==> src/logic/readback_select_pkg.sv <==
// constants and types for the readback select decoder
// Notes on behaviour
// - mode bits 00 make frame bits 21..16 a function code, low 16 bits payload
// - readback-select code latches the payload as next frame's readback target
// - payload 15..13 picks register type, bits 12..7 pick the channel
// - channel field 001000 is the first channel, 101111 the fortieth
// - type 100 with codes 000110..001010 selects A/B select registers 0..4
// - payload bits 6..0 never change the selection
// - the following no-operation frame shifts the selected register out
`default_nettype none
package readback_select_pkg;
  localparam int FRAME_W = 24;
  localparam int DATA_W = 16;
  localparam int MODE_HI = 23;
  localparam int MODE_LO = 22;
  localparam int FUNC_HI = 21;
  localparam int FUNC_LO = 16;
  localparam int TYPE_HI = 15;
  localparam int TYPE_LO = 13;
  localparam int CODE_HI = 12;
  localparam int CODE_LO = 7;
  localparam int CHAN_W = 6;
  localparam logic [1:0] MODE_SPECIAL = 2'h0;
  localparam logic [5:0] FUNC_NOP = 6'h00;
  localparam logic [5:0] FUNC_READBACK = 6'h05;
  localparam logic [2:0] TYPE_IN_A = 3'h0;
  localparam logic [2:0] TYPE_IN_B = 3'h1;
  localparam logic [2:0] TYPE_OFFSET_TRIM = 3'h2;
  localparam logic [2:0] TYPE_GAIN_TRIM = 3'h3;
  localparam logic [2:0] TYPE_SYSTEM = 3'h4;
  localparam logic [5:0] CHAN_FIRST = 6'h08;
  localparam logic [5:0] CHAN_LAST = 6'h2f;
  localparam logic [5:0] CODE_CONTROL = 6'h01;
  localparam logic [5:0] CODE_OFFSET_DAC_0 = 6'h02;
  localparam logic [5:0] CODE_OFFSET_DAC_2 = 6'h04;
  localparam logic [5:0] CODE_AB_SEL_0 = 6'h06;
  localparam logic [5:0] CODE_AB_SEL_4 = 6'h0a;
  localparam logic [15:0] PAYLOAD_RESET = 16'h0000;
  typedef enum logic [3:0] {
    SEL_NONE, SEL_INPUT_A, SEL_INPUT_B, SEL_OFFSET_TRIM, SEL_GAIN_TRIM,
    SEL_CONTROL, SEL_OFFSET_DAC, SEL_AB_SELECT
  } sel_kind_e;
endpackage
`default_nettype wire

==> src/logic/readback_addr_decode.sv <==
// combinational decode of a readback-select payload into register kind and index
`timescale 1ns/1ps
`default_nettype none
module readback_addr_decode (
  input wire logic [15:0] payload_in,
  output readback_select_pkg::sel_kind_e kind_out,
  output logic [5:0] index_out
);
  logic [2:0] reg_type;
  logic [5:0] code;
  assign reg_type = payload_in[readback_select_pkg::TYPE_HI:readback_select_pkg::TYPE_LO];
  // bits 6..0 never reach the decode
  assign code = payload_in[readback_select_pkg::CODE_HI:readback_select_pkg::CODE_LO];
  always_comb begin
    kind_out = readback_select_pkg::SEL_NONE;
    index_out = 6'h00;
    case (reg_type)
      readback_select_pkg::TYPE_IN_A, readback_select_pkg::TYPE_IN_B,
      readback_select_pkg::TYPE_OFFSET_TRIM, readback_select_pkg::TYPE_GAIN_TRIM: begin
        if (code >= readback_select_pkg::CHAN_FIRST && code <= readback_select_pkg::CHAN_LAST) begin
          index_out = code - readback_select_pkg::CHAN_FIRST;
          case (reg_type)
            readback_select_pkg::TYPE_IN_A: kind_out = readback_select_pkg::SEL_INPUT_A;
            readback_select_pkg::TYPE_IN_B: kind_out = readback_select_pkg::SEL_INPUT_B;
            readback_select_pkg::TYPE_OFFSET_TRIM: kind_out = readback_select_pkg::SEL_OFFSET_TRIM;
            default: kind_out = readback_select_pkg::SEL_GAIN_TRIM;
          endcase
        end
      end
      readback_select_pkg::TYPE_SYSTEM: begin
        if (code == readback_select_pkg::CODE_CONTROL) begin
          kind_out = readback_select_pkg::SEL_CONTROL;
        end else if (code >= readback_select_pkg::CODE_OFFSET_DAC_0 &&
                     code <= readback_select_pkg::CODE_OFFSET_DAC_2) begin
          kind_out = readback_select_pkg::SEL_OFFSET_DAC;
          index_out = code - readback_select_pkg::CODE_OFFSET_DAC_0;
        end else if (code >= readback_select_pkg::CODE_AB_SEL_0 &&
                     code <= readback_select_pkg::CODE_AB_SEL_4) begin
          kind_out = readback_select_pkg::SEL_AB_SELECT;
          index_out = code - readback_select_pkg::CODE_AB_SEL_0;
        end
      end
      default: begin
        kind_out = readback_select_pkg::SEL_NONE;
      end
    endcase
  end
endmodule
`default_nettype wire

==> src/logic/readback_select_decoder.sv <==
// readback select decoder: latches the selection and arms shift-out for the next valid frame, if that frame is a nop
`timescale 1ns/1ps
`default_nettype none
module readback_select_decoder (
  input wire logic clk_sys_in,
  input wire logic sys_rst_in,
  input wire logic frame_valid_in,
  input wire logic [23:0] frame_in,
  output logic sel_valid_out,
  output readback_select_pkg::sel_kind_e sel_kind_out,
  output logic [5:0] sel_index_out,
  output logic [15:0] sel_payload_out,
  output logic readback_start_out
);
  logic special_mode;
  logic is_readback;
  logic is_nop;
  readback_select_pkg::sel_kind_e dec_kind;
  logic [5:0] dec_index;
  logic armed_q;

  assign special_mode = frame_in[readback_select_pkg::MODE_HI:readback_select_pkg::MODE_LO]
                        == readback_select_pkg::MODE_SPECIAL;
  assign is_readback = frame_valid_in && special_mode &&
    frame_in[readback_select_pkg::FUNC_HI:readback_select_pkg::FUNC_LO]
    == readback_select_pkg::FUNC_READBACK;
  assign is_nop = frame_valid_in && special_mode &&
    frame_in[readback_select_pkg::FUNC_HI:readback_select_pkg::FUNC_LO]
    == readback_select_pkg::FUNC_NOP;

  readback_addr_decode u_decode (
    .payload_in(frame_in[15:0]),
    .kind_out(dec_kind),
    .index_out(dec_index)
  );

  // latch the payload as the readback target
  always_ff @(posedge clk_sys_in) begin
    if (sys_rst_in) begin
      sel_payload_out <= readback_select_pkg::PAYLOAD_RESET;
      sel_kind_out <= readback_select_pkg::SEL_NONE;
      sel_index_out <= 6'h00;
      sel_valid_out <= 1'b0;
    end else if (is_readback) begin
      sel_payload_out <= frame_in[15:0];
      sel_kind_out <= dec_kind;
      sel_index_out <= dec_index;
      sel_valid_out <= dec_kind != readback_select_pkg::SEL_NONE;
    end
  end

  // arm after select, shift out only if the next valid frame is a nop
  always_ff @(posedge clk_sys_in) begin
    if (sys_rst_in) begin
      armed_q <= 1'b0;
      readback_start_out <= 1'b0;
    end else begin
      readback_start_out <= armed_q && is_nop;
      if (frame_valid_in) begin
        armed_q <= is_readback;
      end
    end
  end

  a_latch_on_select: assert property (@(posedge clk_sys_in) disable iff (sys_rst_in)
    is_readback |=> sel_payload_out == $past(frame_in[15:0]))
    else $error("payload not latched on readback select");
  a_hold_selection: assert property (@(posedge clk_sys_in) disable iff (sys_rst_in)
    !is_readback |=> $stable(sel_payload_out) && $stable(sel_kind_out) &&
    $stable(sel_index_out) && $stable(sel_valid_out))
    else $error("selection changed without readback select");
  a_foreign_mode: assert property (@(posedge clk_sys_in) disable iff (sys_rst_in)
    frame_valid_in && !special_mode |=> !readback_start_out && $stable(sel_payload_out))
    else $error("non special frame acted as special function");
  a_bits_ignored: assert property (@(posedge clk_sys_in) disable iff (sys_rst_in)
    is_readback && frame_in[15:7] == 9'h011 |=> sel_kind_out == readback_select_pkg::SEL_INPUT_A
    && sel_index_out == 6'h09)
    else $error("low payload bits altered selection");
  a_first_channel: assert property (@(posedge clk_sys_in) disable iff (sys_rst_in)
    is_readback && frame_in[15:7] == 9'h008 |=> sel_valid_out && sel_index_out == 6'h00)
    else $error("first channel mis-decoded");
  a_chan_range: assert property (@(posedge clk_sys_in) disable iff (sys_rst_in)
    sel_kind_out inside {readback_select_pkg::SEL_INPUT_A, readback_select_pkg::SEL_INPUT_B,
    readback_select_pkg::SEL_OFFSET_TRIM, readback_select_pkg::SEL_GAIN_TRIM}
    |-> sel_index_out <= 6'h27)
    else $error("channel index beyond last channel");
  a_last_channel: assert property (@(posedge clk_sys_in) disable iff (sys_rst_in)
    is_readback && frame_in[15:7] == 9'h06f |=> sel_kind_out ==
    readback_select_pkg::SEL_INPUT_B && sel_index_out == 6'h27)
    else $error("last channel mis-decoded");
  a_offset_trim: assert property (@(posedge clk_sys_in) disable iff (sys_rst_in)
    is_readback && frame_in[15:7] == 9'h088 |=> sel_kind_out ==
    readback_select_pkg::SEL_OFFSET_TRIM && sel_index_out == 6'h00)
    else $error("offset trim register mis-decoded");
  a_gain_trim: assert property (@(posedge clk_sys_in) disable iff (sys_rst_in)
    is_readback && frame_in[15:7] == 9'h0c8 |=> sel_kind_out ==
    readback_select_pkg::SEL_GAIN_TRIM && sel_index_out == 6'h00)
    else $error("gain trim register mis-decoded");
  a_ab_select: assert property (@(posedge clk_sys_in) disable iff (sys_rst_in)
    is_readback && frame_in[15:7] == 9'h10a |=> sel_kind_out ==
    readback_select_pkg::SEL_AB_SELECT && sel_index_out == 6'h04)
    else $error("ab select register 4 mis-decoded");
  a_control_sel: assert property (@(posedge clk_sys_in) disable iff (sys_rst_in)
    is_readback && frame_in[15:7] == 9'h101 |=> sel_kind_out == readback_select_pkg::SEL_CONTROL)
    else $error("control register mis-decoded");
  a_offset_dac: assert property (@(posedge clk_sys_in) disable iff (sys_rst_in)
    is_readback && frame_in[15:7] == 9'h104 |=> sel_kind_out ==
    readback_select_pkg::SEL_OFFSET_DAC && sel_index_out == 6'h02)
    else $error("offset dac register 2 mis-decoded");
  a_undef_code: assert property (@(posedge clk_sys_in) disable iff (sys_rst_in)
    is_readback && frame_in[15:7] == 9'h105 |=> !sel_valid_out &&
    sel_kind_out == readback_select_pkg::SEL_NONE)
    else $error("undefined system code selected a register");
  a_shift_start: assert property (@(posedge clk_sys_in) disable iff (sys_rst_in)
    is_readback ##1 !frame_valid_in ##1 is_nop |=> readback_start_out)
    else $error("nop after select did not start shift out");
  a_start_pulse: assert property (@(posedge clk_sys_in) disable iff (sys_rst_in)
    readback_start_out |=> !readback_start_out)
    else $error("shift out start longer than one cycle");
  a_disarm_other: assert property (@(posedge clk_sys_in) disable iff (sys_rst_in)
    is_readback ##1 !frame_valid_in ##1 (frame_valid_in && !is_nop) ##1 !frame_valid_in
    ##1 is_nop |=> !readback_start_out)
    else $error("nop after cancelled select started shift out");
  a_no_spurious: assert property (@(posedge clk_sys_in) disable iff (sys_rst_in)
    readback_start_out |-> $past(is_nop))
    else $error("shift out started without nop frame");
endmodule
`default_nettype wire

==> config.mk <==
export PLATFORM = sky130hd
export DESIGN_NAME = readback_select_decoder
export DESIGN_NICKNAME = d
export VERILOG_FILES = /design/src/logic/readback_select_pkg.sv /design/src/logic/readback_addr_decode.sv /design/src/logic/readback_select_decoder.sv
export SDC_FILE = /design/constraint.sdc
export NUM_CORES = 1
export LEC_CHECK = 0
export BUFFER_PORTS_ARGS = -buffer_cell sky130_fd_sc_hd__buf_4
export CAP_MARGIN = 20
export CORE_MARGIN = 2
export CORE_UTILIZATION = 35
export DETAILED_ROUTE_END_ITERATION = 6
export HOLD_SLACK_MARGIN = 0.1
export PLACE_DENSITY = 0.73
export SLEW_MARGIN = 20
export SYNTH_ARGS = -nofsm -noshare
export SYNTH_HDL_FRONTEND = slang
export SYNTH_SLANG_ARGS = --single-unit
export TNS_END_PERCENT = 30
==> constraint.sdc <==
create_clock -name clk_sys_in -period 2.2 [get_ports clk_sys_in]
set_clock_uncertainty 0.2 [all_clocks]
set_input_delay 0.44 -clock clk_sys_in [delete_from_list [all_inputs] [get_ports clk_sys_in]]
set_output_delay 0.44 -clock clk_sys_in [all_outputs]
set_load 0.01 [all_outputs]
==> flow_metrics.py, run 1 <==
metrics = {
    "global_route": {
        "grt_overflow": 0,
        "grt_usage_pct": 16.62,
        "grt_max_degree": 29,
        "grt_pass1_wl_mm": 6.762,
        "antenna_found_initial": 0,
        "grt_pass1_vias": 1508,
    },
    "cts": {
        "cts_root_buffer": "clkbuf_8",
        "clk_latency_ps": 270,
        "cts.sinks": 28,
        "cts_setup_buffers": 0,
        "htree_levels": 1,
        "cts-resized-gates": 0,
        "cts.clk_slew.worst_paths_ps": 90,
        "cts_hold_buffers": 0,
        "cts_tree": "done",
        "cts_buffer_depth": 2,
        "cts_made_buffers": 3,
    },
    "worst_setup_path": {
        "crit_cells": 9,
        "path_delay_family": "compound AO/OA/AOI/OAI gates",
        "cp_slowest_stage_delay_ps": 330,
        "worst_path_max_delay_cell": "a211oi_1",
        "critPathArrivalTime_ps": 1980,
        "endpoint_kind": "flip-flop",
        "worstRegToRegCells": 2,
        "cp.required_ps": 2160,
        "cp_max_fo": 6,
        "worst-path-buf-inv": 2,
        "crit_type": "input port to flip-flop",
        "start_kind": "input port",
        "critical_path.cell_chain": "buf_4, inv_1, ha_1, and4bb_2, o21ai_2, and2_4, a21boi_4, a211oi_1, o211ai_1",
    },
    "cells_and_area": {
        "fill_cells": 440,
        "final_cell_count_no_fill": 310,
        "finalNetCount": 292,
        "layout_commonest_cell": "buf_4",
        "drive_above_1_share_pct": 33.72,
        "area_growth_pct": 40.36,
        "multiInputGateArea_um2": 889.6,
        "final_cell_mix": "buf_4, nand2_1, dfxtp_1",
        "diodes": 0,
        "register_area_um2": 560.5,
    },
    "yosys": {
        "synth_top_area_share_pct": 36.60,
        "syn-cell-area_um2": 1531,
        "seq_area_frac_synth_pct": 36.60,
        "yosys_register_bits": 28,
        "syn_inst": 193,
        "synth-edff-count": 0,
        "yosys_warnings": 0,
        "synth_flop_cell": "dfxtp_1",
        "synth_cell_types": 44,
        "netlist_top_cells_area": "dfxtp_1, nand2_1, a21oi_1",
        "synth_area_leader_cell": "dfxtp_1",
        "synth.avg_cell_area_um2": 7.935,
        "async_flop_share_pct": 0,
        "synth_nets": 226,
    },
    "drt": {
        "wire_per_inst_um": 13.10,
        "vias": 1602,
        "met2_wirelength_mm": 1.962,
        "routed_wl_mm": 4.062,
        "route.met3.wl_um": 258,
        "first_pass_iters": 4,
        "drc": 0,
        "drtAntennaViolNets": 0,
        "drtIter0Drc": 104,
        "drt-met1-wl_mm": 1.833,
        "routed.top_layer": "met4",
        "viasPerCell": 5.168,
    },
    "floorplanning": {
        "die_area_um2": 4921,
        "rows": 24,
        "start_util_pct": 35.66,
        "core_um2": 4294,
        "dieWidth_um": 70.15,
        "ios": 55,
        "die_h_um": 70.15,
    },
    "timing": {
        "relSlewSlack_pct": 48.67,
        "tightest_slew_ps": 765.3,
        "finalHoldViolations": 0,
        "rsz0062_at_grt": "false",
        "fmax_mhz": 495.0,
        "slew_violations": 0,
        "fin_crit_ps": 2020,
        "min_period_over_period_pct": 91.82,
        "tns_ps": 0,
        "setup_viol": 0,
    },
    "worst_hold_path": {
        "whs_path_depth": 3,
        "worstHoldPathType": "input port to flip-flop",
    },
    "power": {
        "p_per_area_nw_per_um2": 449.3,
        "ir_drop_mv": 0.3817,
        "leakagePower_nw": 0.9147,
    },
    "run": {
        "maxCapViolCount": 0,
    },
    "place": {
        "portBuffers": 53,
        "place_inst": 306,
        "hpwl_mm": 3.115,
        "gp_congestion": 0.9005,
    },
    "outcome": {
        "status": "complete, no violations",
    },
}
==> cells by family (layout without fill, tap and decap cells) <==
group | after synthesis | after routing | synth area share, %
flops | 28 | 28 | 36.60
buf+inv | 17 | 82 | 5.311
simple gates | 85 | 85 | 28.92
xor+xnor | 2 | 2 | 1.144
compound gates | 54 | 54 | 22.88
fa+ha+maj | 6 | 6 | 4.902
other cells | 1 | 1 | 0.2449
==> cells in the mapped netlist, drive strengths merged, types with 2 or more instances <==
library cell / instances
nand2: 45
dfxtp: 28
a21oi: 24
o21ai: 10
nor2: 9
buf: 7
ha: 6
clkbuf: 5
inv: 5
a211oi: 4
nor3: 4
a31oi: 3
and3: 3
nand2b: 3
nand3: 3
nand4: 3
nor3b: 3
o211ai: 3
and4: 2
and4bb: 2
nand3b: 2
nor4: 2
o22ai: 2
xor2: 2
==> area by class of cell <==
type / count / area share, %
Multi-Input combinational cell: 148 / 41.39
Inverter: 5 / 0.8731
Sequential cell: 28 / 26.08
Timing Repair Buffer: 73 / 26.08
Tap cell: 52 / 3.027
Clock buffer: 4 / 2.561
==> power breakdown <==
part           leakage, nW  total [W]  switching (W)  internal, W
Clock               0.0288   0.000315       0.000155     0.000160
Combinational        0.660   0.000143      0.0000728    0.0000703
Sequential           0.225   0.000507    0.000000348     0.000507
==> per-stage QoR <==
stage	cell area [µm²]	worst slack, ps	utilization (%)	hold slack, ps	power (W)
6_report	2150	179.9	50.06	207.1	0.0009659
5_1_grt	2150	48.84	50.06	207.6	0.001016
4_1_cts	2150	206.3	50.06	193.7	0.0009854
3_5_place_dp	2095	-93.22	48.78	234.1	0.0006622
3_3_place_gp	2095	-22.64	48.78	230.0	0.0006622
2_1_floorplan	1531	37.31	-	244.7	0.0005827
==> layer usage <==
metal	vias to the layer above	global-route usage (%)
met5	-	0
li1	812	-
met4	0	2.778
met2	52	27.62
met3	3	4.329
met1	735	22.05
==> sequential cells by signal (all words and copies together) (netlist names) <==
signal / count
armed_q: 1
readback_start_out: 1
sel_index_out: 6
sel_kind_out: 3
sel_payload_out: 16
sel_valid_out: 1
==> tightest hold or removal path: cells and delay by family <==
family,cells,cell delay [ps]
AOI/OAI and AO/OA,1,50
buffers and inverters,1,110
and+or+nand+nor,1,50
==> final timing paths <==
kind	to	start	slack (ps)
setup / recovery	sel_valid_out	frame_in[10]	180
hold / removal	sel_payload_out[1]	frame_in[1]	210
setup reg to reg	readback_start_out	armed_q	1230
hold reg to reg	sel_kind_out[0]	sel_kind_out[0]	250
Power figures use the tool's default switching activity.
==> inputs of run 2 (changes only) <==
==> constraint.sdc (replaced) <==
create_clock -name clk_sys_in -period 2.2 [get_ports clk_sys_in]
set_clock_uncertainty 0.2 [all_clocks]
set_input_delay 0.22 -clock clk_sys_in [delete_from_list [all_inputs] [get_ports clk_sys_in]]
set_output_delay 0.22 -clock clk_sys_in [all_outputs]
set_load 0.01 [all_outputs]
==> run 2 against run 1 <==
Compared with the run above:
- non-clock buffer count is 11 higher
- cell area is 7.2% higher
- first-iteration DRC count is 18% higher
- count of clock-buffer cells in the layout stayed put
- via count is 4.1% higher
- cell count is 3.5% higher
- register-to-register slack worse by 590 ps
- largest cell class unchanged
==> flow_metrics.py, run 2 (synthesis results as in run 1) <==
metrics = {
    "timing": {
        "finalHoldViolations": 0,
        "setup_ws_ps": 50.25,
        "rsz0062_at_grt": "true",
        "fmax_mhz": 465.2,
        "min_period_over_period_pct": 97.72,
        "fin_crit_ps": 2150,
        "slew_violations": 0,
        "setup_viol": 0,
    },
    "floorplanning": {
        "dieWidth_um": 70.15,
        "core_um2": 4294,
        "start_util_pct": 35.66,
        "ios": 55,
        "die_h_um": 70.15,
        "rows": 24,
        "die_area_um2": 4921,
    },
    "worst_setup_path": {
        "start_kind": "input port",
        "endpoint_kind": "flip-flop",
        "cp.required_ps": 2200,
        "worstRegToRegCells": 3,
        "cp_max_fo": 9,
        "critPathArrivalTime_ps": 2150,
        "crit_type": "input port to flip-flop",
    },
    "cts": {
        "cts_made_buffers": 3,
        "cts_tree": "done",
        "cts.sinks": 28,
        "clk_latency_ps": 270,
        "cts_buffer_depth": 2,
        "cts.clk_slew.worst_paths_ps": 90,
        "htree_levels": 1,
        "cts_root_buffer": "clkbuf_8",
    },
    "cells_and_area": {
        "drive_above_1_share_pct": 29.00,
        "largest_register_ffs": 16,
        "area_growth_pct": 50.41,
        "diodes": 0,
        "final_cell_count_no_fill": 321,
        "register_area_um2": 560.5,
        "top_regs": "sel_payload_out (16), sel_index_out (6), sel_kind_out (3)",
        "finalNetCount": 303,
        "layout_commonest_cell": "buf_4",
        "final_cell_mix": "buf_4, nand2_1, dfxtp_1",
        "regMostFlops": "sel_payload_out",
        "fill_cells": 412,
        "utilization_pct": 53.64,
        "multiInputGateArea_um2": 913.4,
    },
    "power": {
        "p_per_area_nw_per_um2": 429.9,
        "seq_power_share_pct": 51.2,
        "p_switching_w": 0.0002368,
        "combPwrFrac_pct": 16.9,
        "leakagePower_nw": 0.9560,
        "power_frac_clock_pct": 31.9,
        "ir_drop_mv": 0.4954,
        "p_sw_share_pct": 23.92,
        "internal-power_w": 0.0007534,
    },
    "drt": {
        "vias": 1667,
        "viasPerCell": 5.193,
        "routed_wl_mm": 4.485,
        "drtAntennaViolNets": 0,
        "first_pass_iters": 4,
        "drtIter0Drc": 123,
        "wire_per_inst_um": 13.97,
        "drc": 0,
    },
    "place": {
        "place_inst": 293,
        "hpwl_mm": 2.916,
        "gp_congestion": 0.9498,
        "portBuffers": 53,
        "preCtsSetupSlack_ps": 36.32,
    },
    "global_route": {
        "grt_usage_pct": 17.95,
        "grt_max_degree": 29,
        "grt_overflow": 0,
        "grt_pass1_wl_mm": 7.272,
        "antenna_found_initial": 0,
        "grt_pass1_vias": 1606,
    },
    "worst_hold_path": {
        "worstHoldPathType": "input port to flip-flop",
        "whs_path_depth": 2,
    },
    "run": {
        "maxCapViolCount": 0,
    },
    "outcome": {
        "status": "complete, no violations",
    },
}
-- run 2: repair_timing --
| action | 4_1_cts | 5_1_grt |
|---|---|---|
| endpoints found under the hold margin | 20 | 0 |
| setup buffers | 0 | 0 |
| resized for setup | 0 | 5 |
| endpoints found under the setup margin | 0 | 7 |
| hold buffers | 24 | 0 |
-- run 2: critical path, cell delays in order --
cell and delay (ps):
dlygate4sd3_1 530, buf_4 180, and4bb_2 330, nand2b_1 120, and2_4 180, a21boi_4 220, o2111ai_2 160, a211oi_2 220
-- run 2: cell type report --
type | instances | area share (%)
clock buffer | 4 | 2.390
inverter | 5 | 0.8148
multi-input combinational | 148 | 39.65
sequential | 28 | 24.33
tap | 52 | 2.825
timing repair buffer | 84 | 29.98
-- run 2: power by group through the flow --
stage	clock, W	combinational, W	sequential, W
after global placement	0	0.000128	0.000519
after global routing	0.000354	0.000180	0.000508
after detailed placement	0	0.000129	0.000519
after CTS	0.000328	0.000161	0.000507
after floorplan	0	0.0000632	0.000520
final	0.000316	0.000167	0.000507
-- run 2: final timing paths --
path,slack (ps),endpoint,startpoint
setup / recovery,50,sel_index_out[5],frame_in[7]
hold / removal,130,armed_q,sys_rst_in
setup reg to reg,640,readback_start_out,armed_q
hold reg to reg,260,sel_payload_out[6],sel_payload_out[6]
-- run 2: metrics by stage --
step                area (µm²)  hold slack [ps]  setup TNS (ps)  total power, W
global route              2303            126.5          -32.88        0.001042
finish                    2303            126.7               0       0.0009902
CTS                       2280            115.4               0       0.0009965
detailed placement        1984            243.8               0       0.0006478
global placement          1984            229.4               0       0.0006470
floorplan                 1531            156.0               0       0.0005827
-- run 2: metal layers --
layer / up-vias / GRT usage (%) / part of all wire [%]
met5: - / 0 / 0
li1: 830 / - / -
met3: 4 / 3.608 / 5.7
met2: 62 / 32.28 / 51
met1: 771 / 22.72 / 43
met4: 0 / 2.350 / 0.78
==> inputs of run 3 (changes only) <==
--- a/config.mk
+++ b/config.mk
@@ -10,6 +10,7 @@
 export CORE_MARGIN = 2
 export CORE_UTILIZATION = 35
 export DETAILED_ROUTE_END_ITERATION = 6
+export GPL_TIMING_DRIVEN = 0
 export HOLD_SLACK_MARGIN = 0.1
 export PLACE_DENSITY = 0.73
 export SLEW_MARGIN = 20
==> constraint.sdc (replaced) <==
create_clock -name clk_sys_in -period 1.8 [get_ports clk_sys_in]
set_clock_uncertainty 0.2 [all_clocks]
set_input_delay 0.18 -clock clk_sys_in [delete_from_list [all_inputs] [get_ports clk_sys_in]]
set_output_delay 0.18 -clock clk_sys_in [all_outputs]
set_load 0.01 [all_outputs]
==> run 3 against run 2 <==
Compared with the run above:
- critical path depth is 1 higher
- sequential share of layout area is 0.46 points higher
- via count is 1.0% lower
- setup slack worse by 27 ps
- first-iteration DRC count is 15% lower
- cell area is 1.8% lower
- worst hold slack worse by 25 ps
- global-route usage hardly changed
- critical endpoint unchanged
- largest cell class unchanged
- largest power group unchanged
==> flow_metrics.py, run 3 (synthesis results as in run 1) <==
metrics = {
    "outcome": {
        "status": "complete, no violations",
    },
    "floorplanning": {
        "ios": 55,
        "die_area_um2": 4921,
        "die_h_um": 70.15,
        "dieWidth_um": 70.15,
        "rows": 24,
        "start_util_pct": 35.66,
        "core_um2": 4294,
    },
    "worst_setup_path": {
        "crit_cells": 9,
        "reg2reg_from": "armed_q",
        "path_delay_family": "compound AO/OA/AOI/OAI gates",
        "worstRegToRegCells": 2,
        "cp_max_fo": 9,
        "cp.required_ps": 1800,
        "endpoint_kind": "flip-flop",
        "cp_slowest_stage_delay_ps": 250,
        "reg2reg_to": "readback_start_out",
        "worst_path_max_delay_cell": "and4bb_2",
        "critPathArrivalTime_ps": 1770,
        "crit_type": "input port to flip-flop",
        "start_kind": "input port",
        "reg2reg_slack_ps": 790,
        "worst-path-buf-inv": 2,
        "critical_path.cell_chain": "buf_4, inv_1, ha_1, and4bb_2, o21ai_2, and2_4, a21boi_4, o2111ai_2, a211oi_2",
    },
    "timing": {
        "fmax_mhz": 562.8,
        "tightest_slew_ps": 518.8,
        "finalHoldViolations": 0,
        "rsz0062_at_grt": "true",
        "slew_violations": 0,
        "relSlewSlack_pct": 65.41,
        "fin_crit_ps": 1777,
        "setup_viol": 0,
        "min_period_over_period_pct": 98.72,
    },
    "cells_and_area": {
        "drive_above_1_share_pct": 29.59,
        "final_cell_count_no_fill": 319,
        "layout_commonest_cell": "buf_4",
        "multiInputGateArea_um2": 923.4,
        "finalNetCount": 302,
        "area_growth_pct": 47.63,
        "top_regs": "sel_payload_out (16), sel_index_out (6), sel_kind_out (3)",
        "largest_register_ffs": 16,
        "regMostFlops": "sel_payload_out",
        "fill_cells": 421,
        "register_area_um2": 560.5,
        "final_cell_mix": "buf_4, nand2_1, dfxtp_1",
        "diodes": 0,
        "design_area_um2": 2261,
    },
    "drt": {
        "viasPerCell": 5.172,
        "drtAntennaViolNets": 0,
        "vias": 1650,
        "routed_wl_mm": 4.342,
        "wire_per_inst_um": 13.61,
        "first_pass_iters": 4,
        "drtIter0Drc": 105,
        "drc": 0,
    },
    "cts": {
        "cts_made_buffers": 3,
        "cts_root_buffer": "clkbuf_8",
        "cts.sinks": 28,
        "cts_tree": "done",
        "cts.clk_slew.worst_paths_ps": 90,
        "htree_levels": 1,
        "clk_latency_ps": 270,
        "cts_buffer_depth": 2,
    },
    "power": {
        "p_per_area_nw_per_um2": 511.8,
        "ir_drop_mv": 0.3346,
        "leakagePower_nw": 0.9222,
    },
    "run": {
        "maxCapViolCount": 0,
    },
    "global_route": {
        "grt_usage_pct": 17.94,
        "grt_overflow": 0,
        "grt_pass1_vias": 1523,
        "grt_pass1_wl_mm": 7.245,
        "grt_max_degree": 15,
        "antenna_found_initial": 0,
    },
    "place": {
        "portBuffers": 50,
        "hpwl_mm": 2.999,
        "place_inst": 295,
        "place_area_um2": 1993,
        "gp_congestion": 0.8825,
    },
    "worst_hold_path": {
        "whs_path_depth": 4,
        "whs_endpoint": "sel_index_out[3]",
        "worst_hold_startpoint": "frame_in[10]",
        "worstHoldPathType": "input port to flip-flop",
    },
}
run 3: what timing repair did:
action | CTS | global route
endpoints found under the hold margin | 22 | 0
pin swaps | 3 | 0
hold buffers | 20 | 0
setup buffers | 1 | 0
endpoints found under the setup margin | 3 | 7
gates resized for setup | 2 | 3
run 3: worst max-delay path by stage:
stage	from	to	slack, ps
after CTS	frame_in[11]	sel_index_out[5]	6
final	frame_in[9]	sel_index_out[5]	20
after global routing	frame_in[8]	sel_index_out[5]	-70
after global placement	frame_in[8]	sel_valid_out	-340
after detailed placement	frame_in[8]	sel_valid_out	-340
after floorplan	frame_in[10]	sel_index_out[5]	9
run 3: where the power goes:
group	switching (W)	internal, W	total, W
clock network	0.000187	0.000150	0.000338
logic	0.0000984	0.000101	0.000199
registers	0.000000416	0.000620	0.000620
total	0.000286	0.000871	0.00116
run 3: area by class of cell:
class	count	area share, %
Tap cell	52	2.878
Clock buffer	3	1.826
Buffer	12	2.767
Sequential cell	28	24.79
Timing Repair Buffer	71	25.79
Multi-Input combinational cell	148	40.84
Inverter	5	1.107
run 3: through the flow:
| step | setup TNS, ps | total power [W] | worst slack [ps] | utilization, % | hold WS (ps) |
|---|---|---|---|---|---|
| final | 0 | 0.001157 | 23.07 | 52.65 | 101.6 |
| after floorplan | 0 | 0.0007159 | 9.083 | - | 116.0 |
| after detailed placement | -2469 | 0.0007928 | -337.9 | 46.42 | 235.0 |
| after CTS | 0 | 0.001153 | 6.144 | 52.42 | 103.7 |
| after global routing | -274.4 | 0.001215 | -72.63 | 52.65 | 114.2 |
| after global placement | -2343 | 0.0007905 | -344.7 | 46.42 | 228.8 |
run 3: metal layers:
metal	GRT usage (%)	part of all wire, %	up-vias
met2	29.52	49	58
met3	4.762	7.6	11
li1	-	-	828
met1	23.32	42	753
met5	0	0	-
met4	4.701	1.9	0
run 3: tightest hold or removal path, delay by kind of cell:
| family | cells | cell delay, ps |
|---|---|---|
| buf+inv | 1 | 120 |
| compound gates | 3 | 220 |
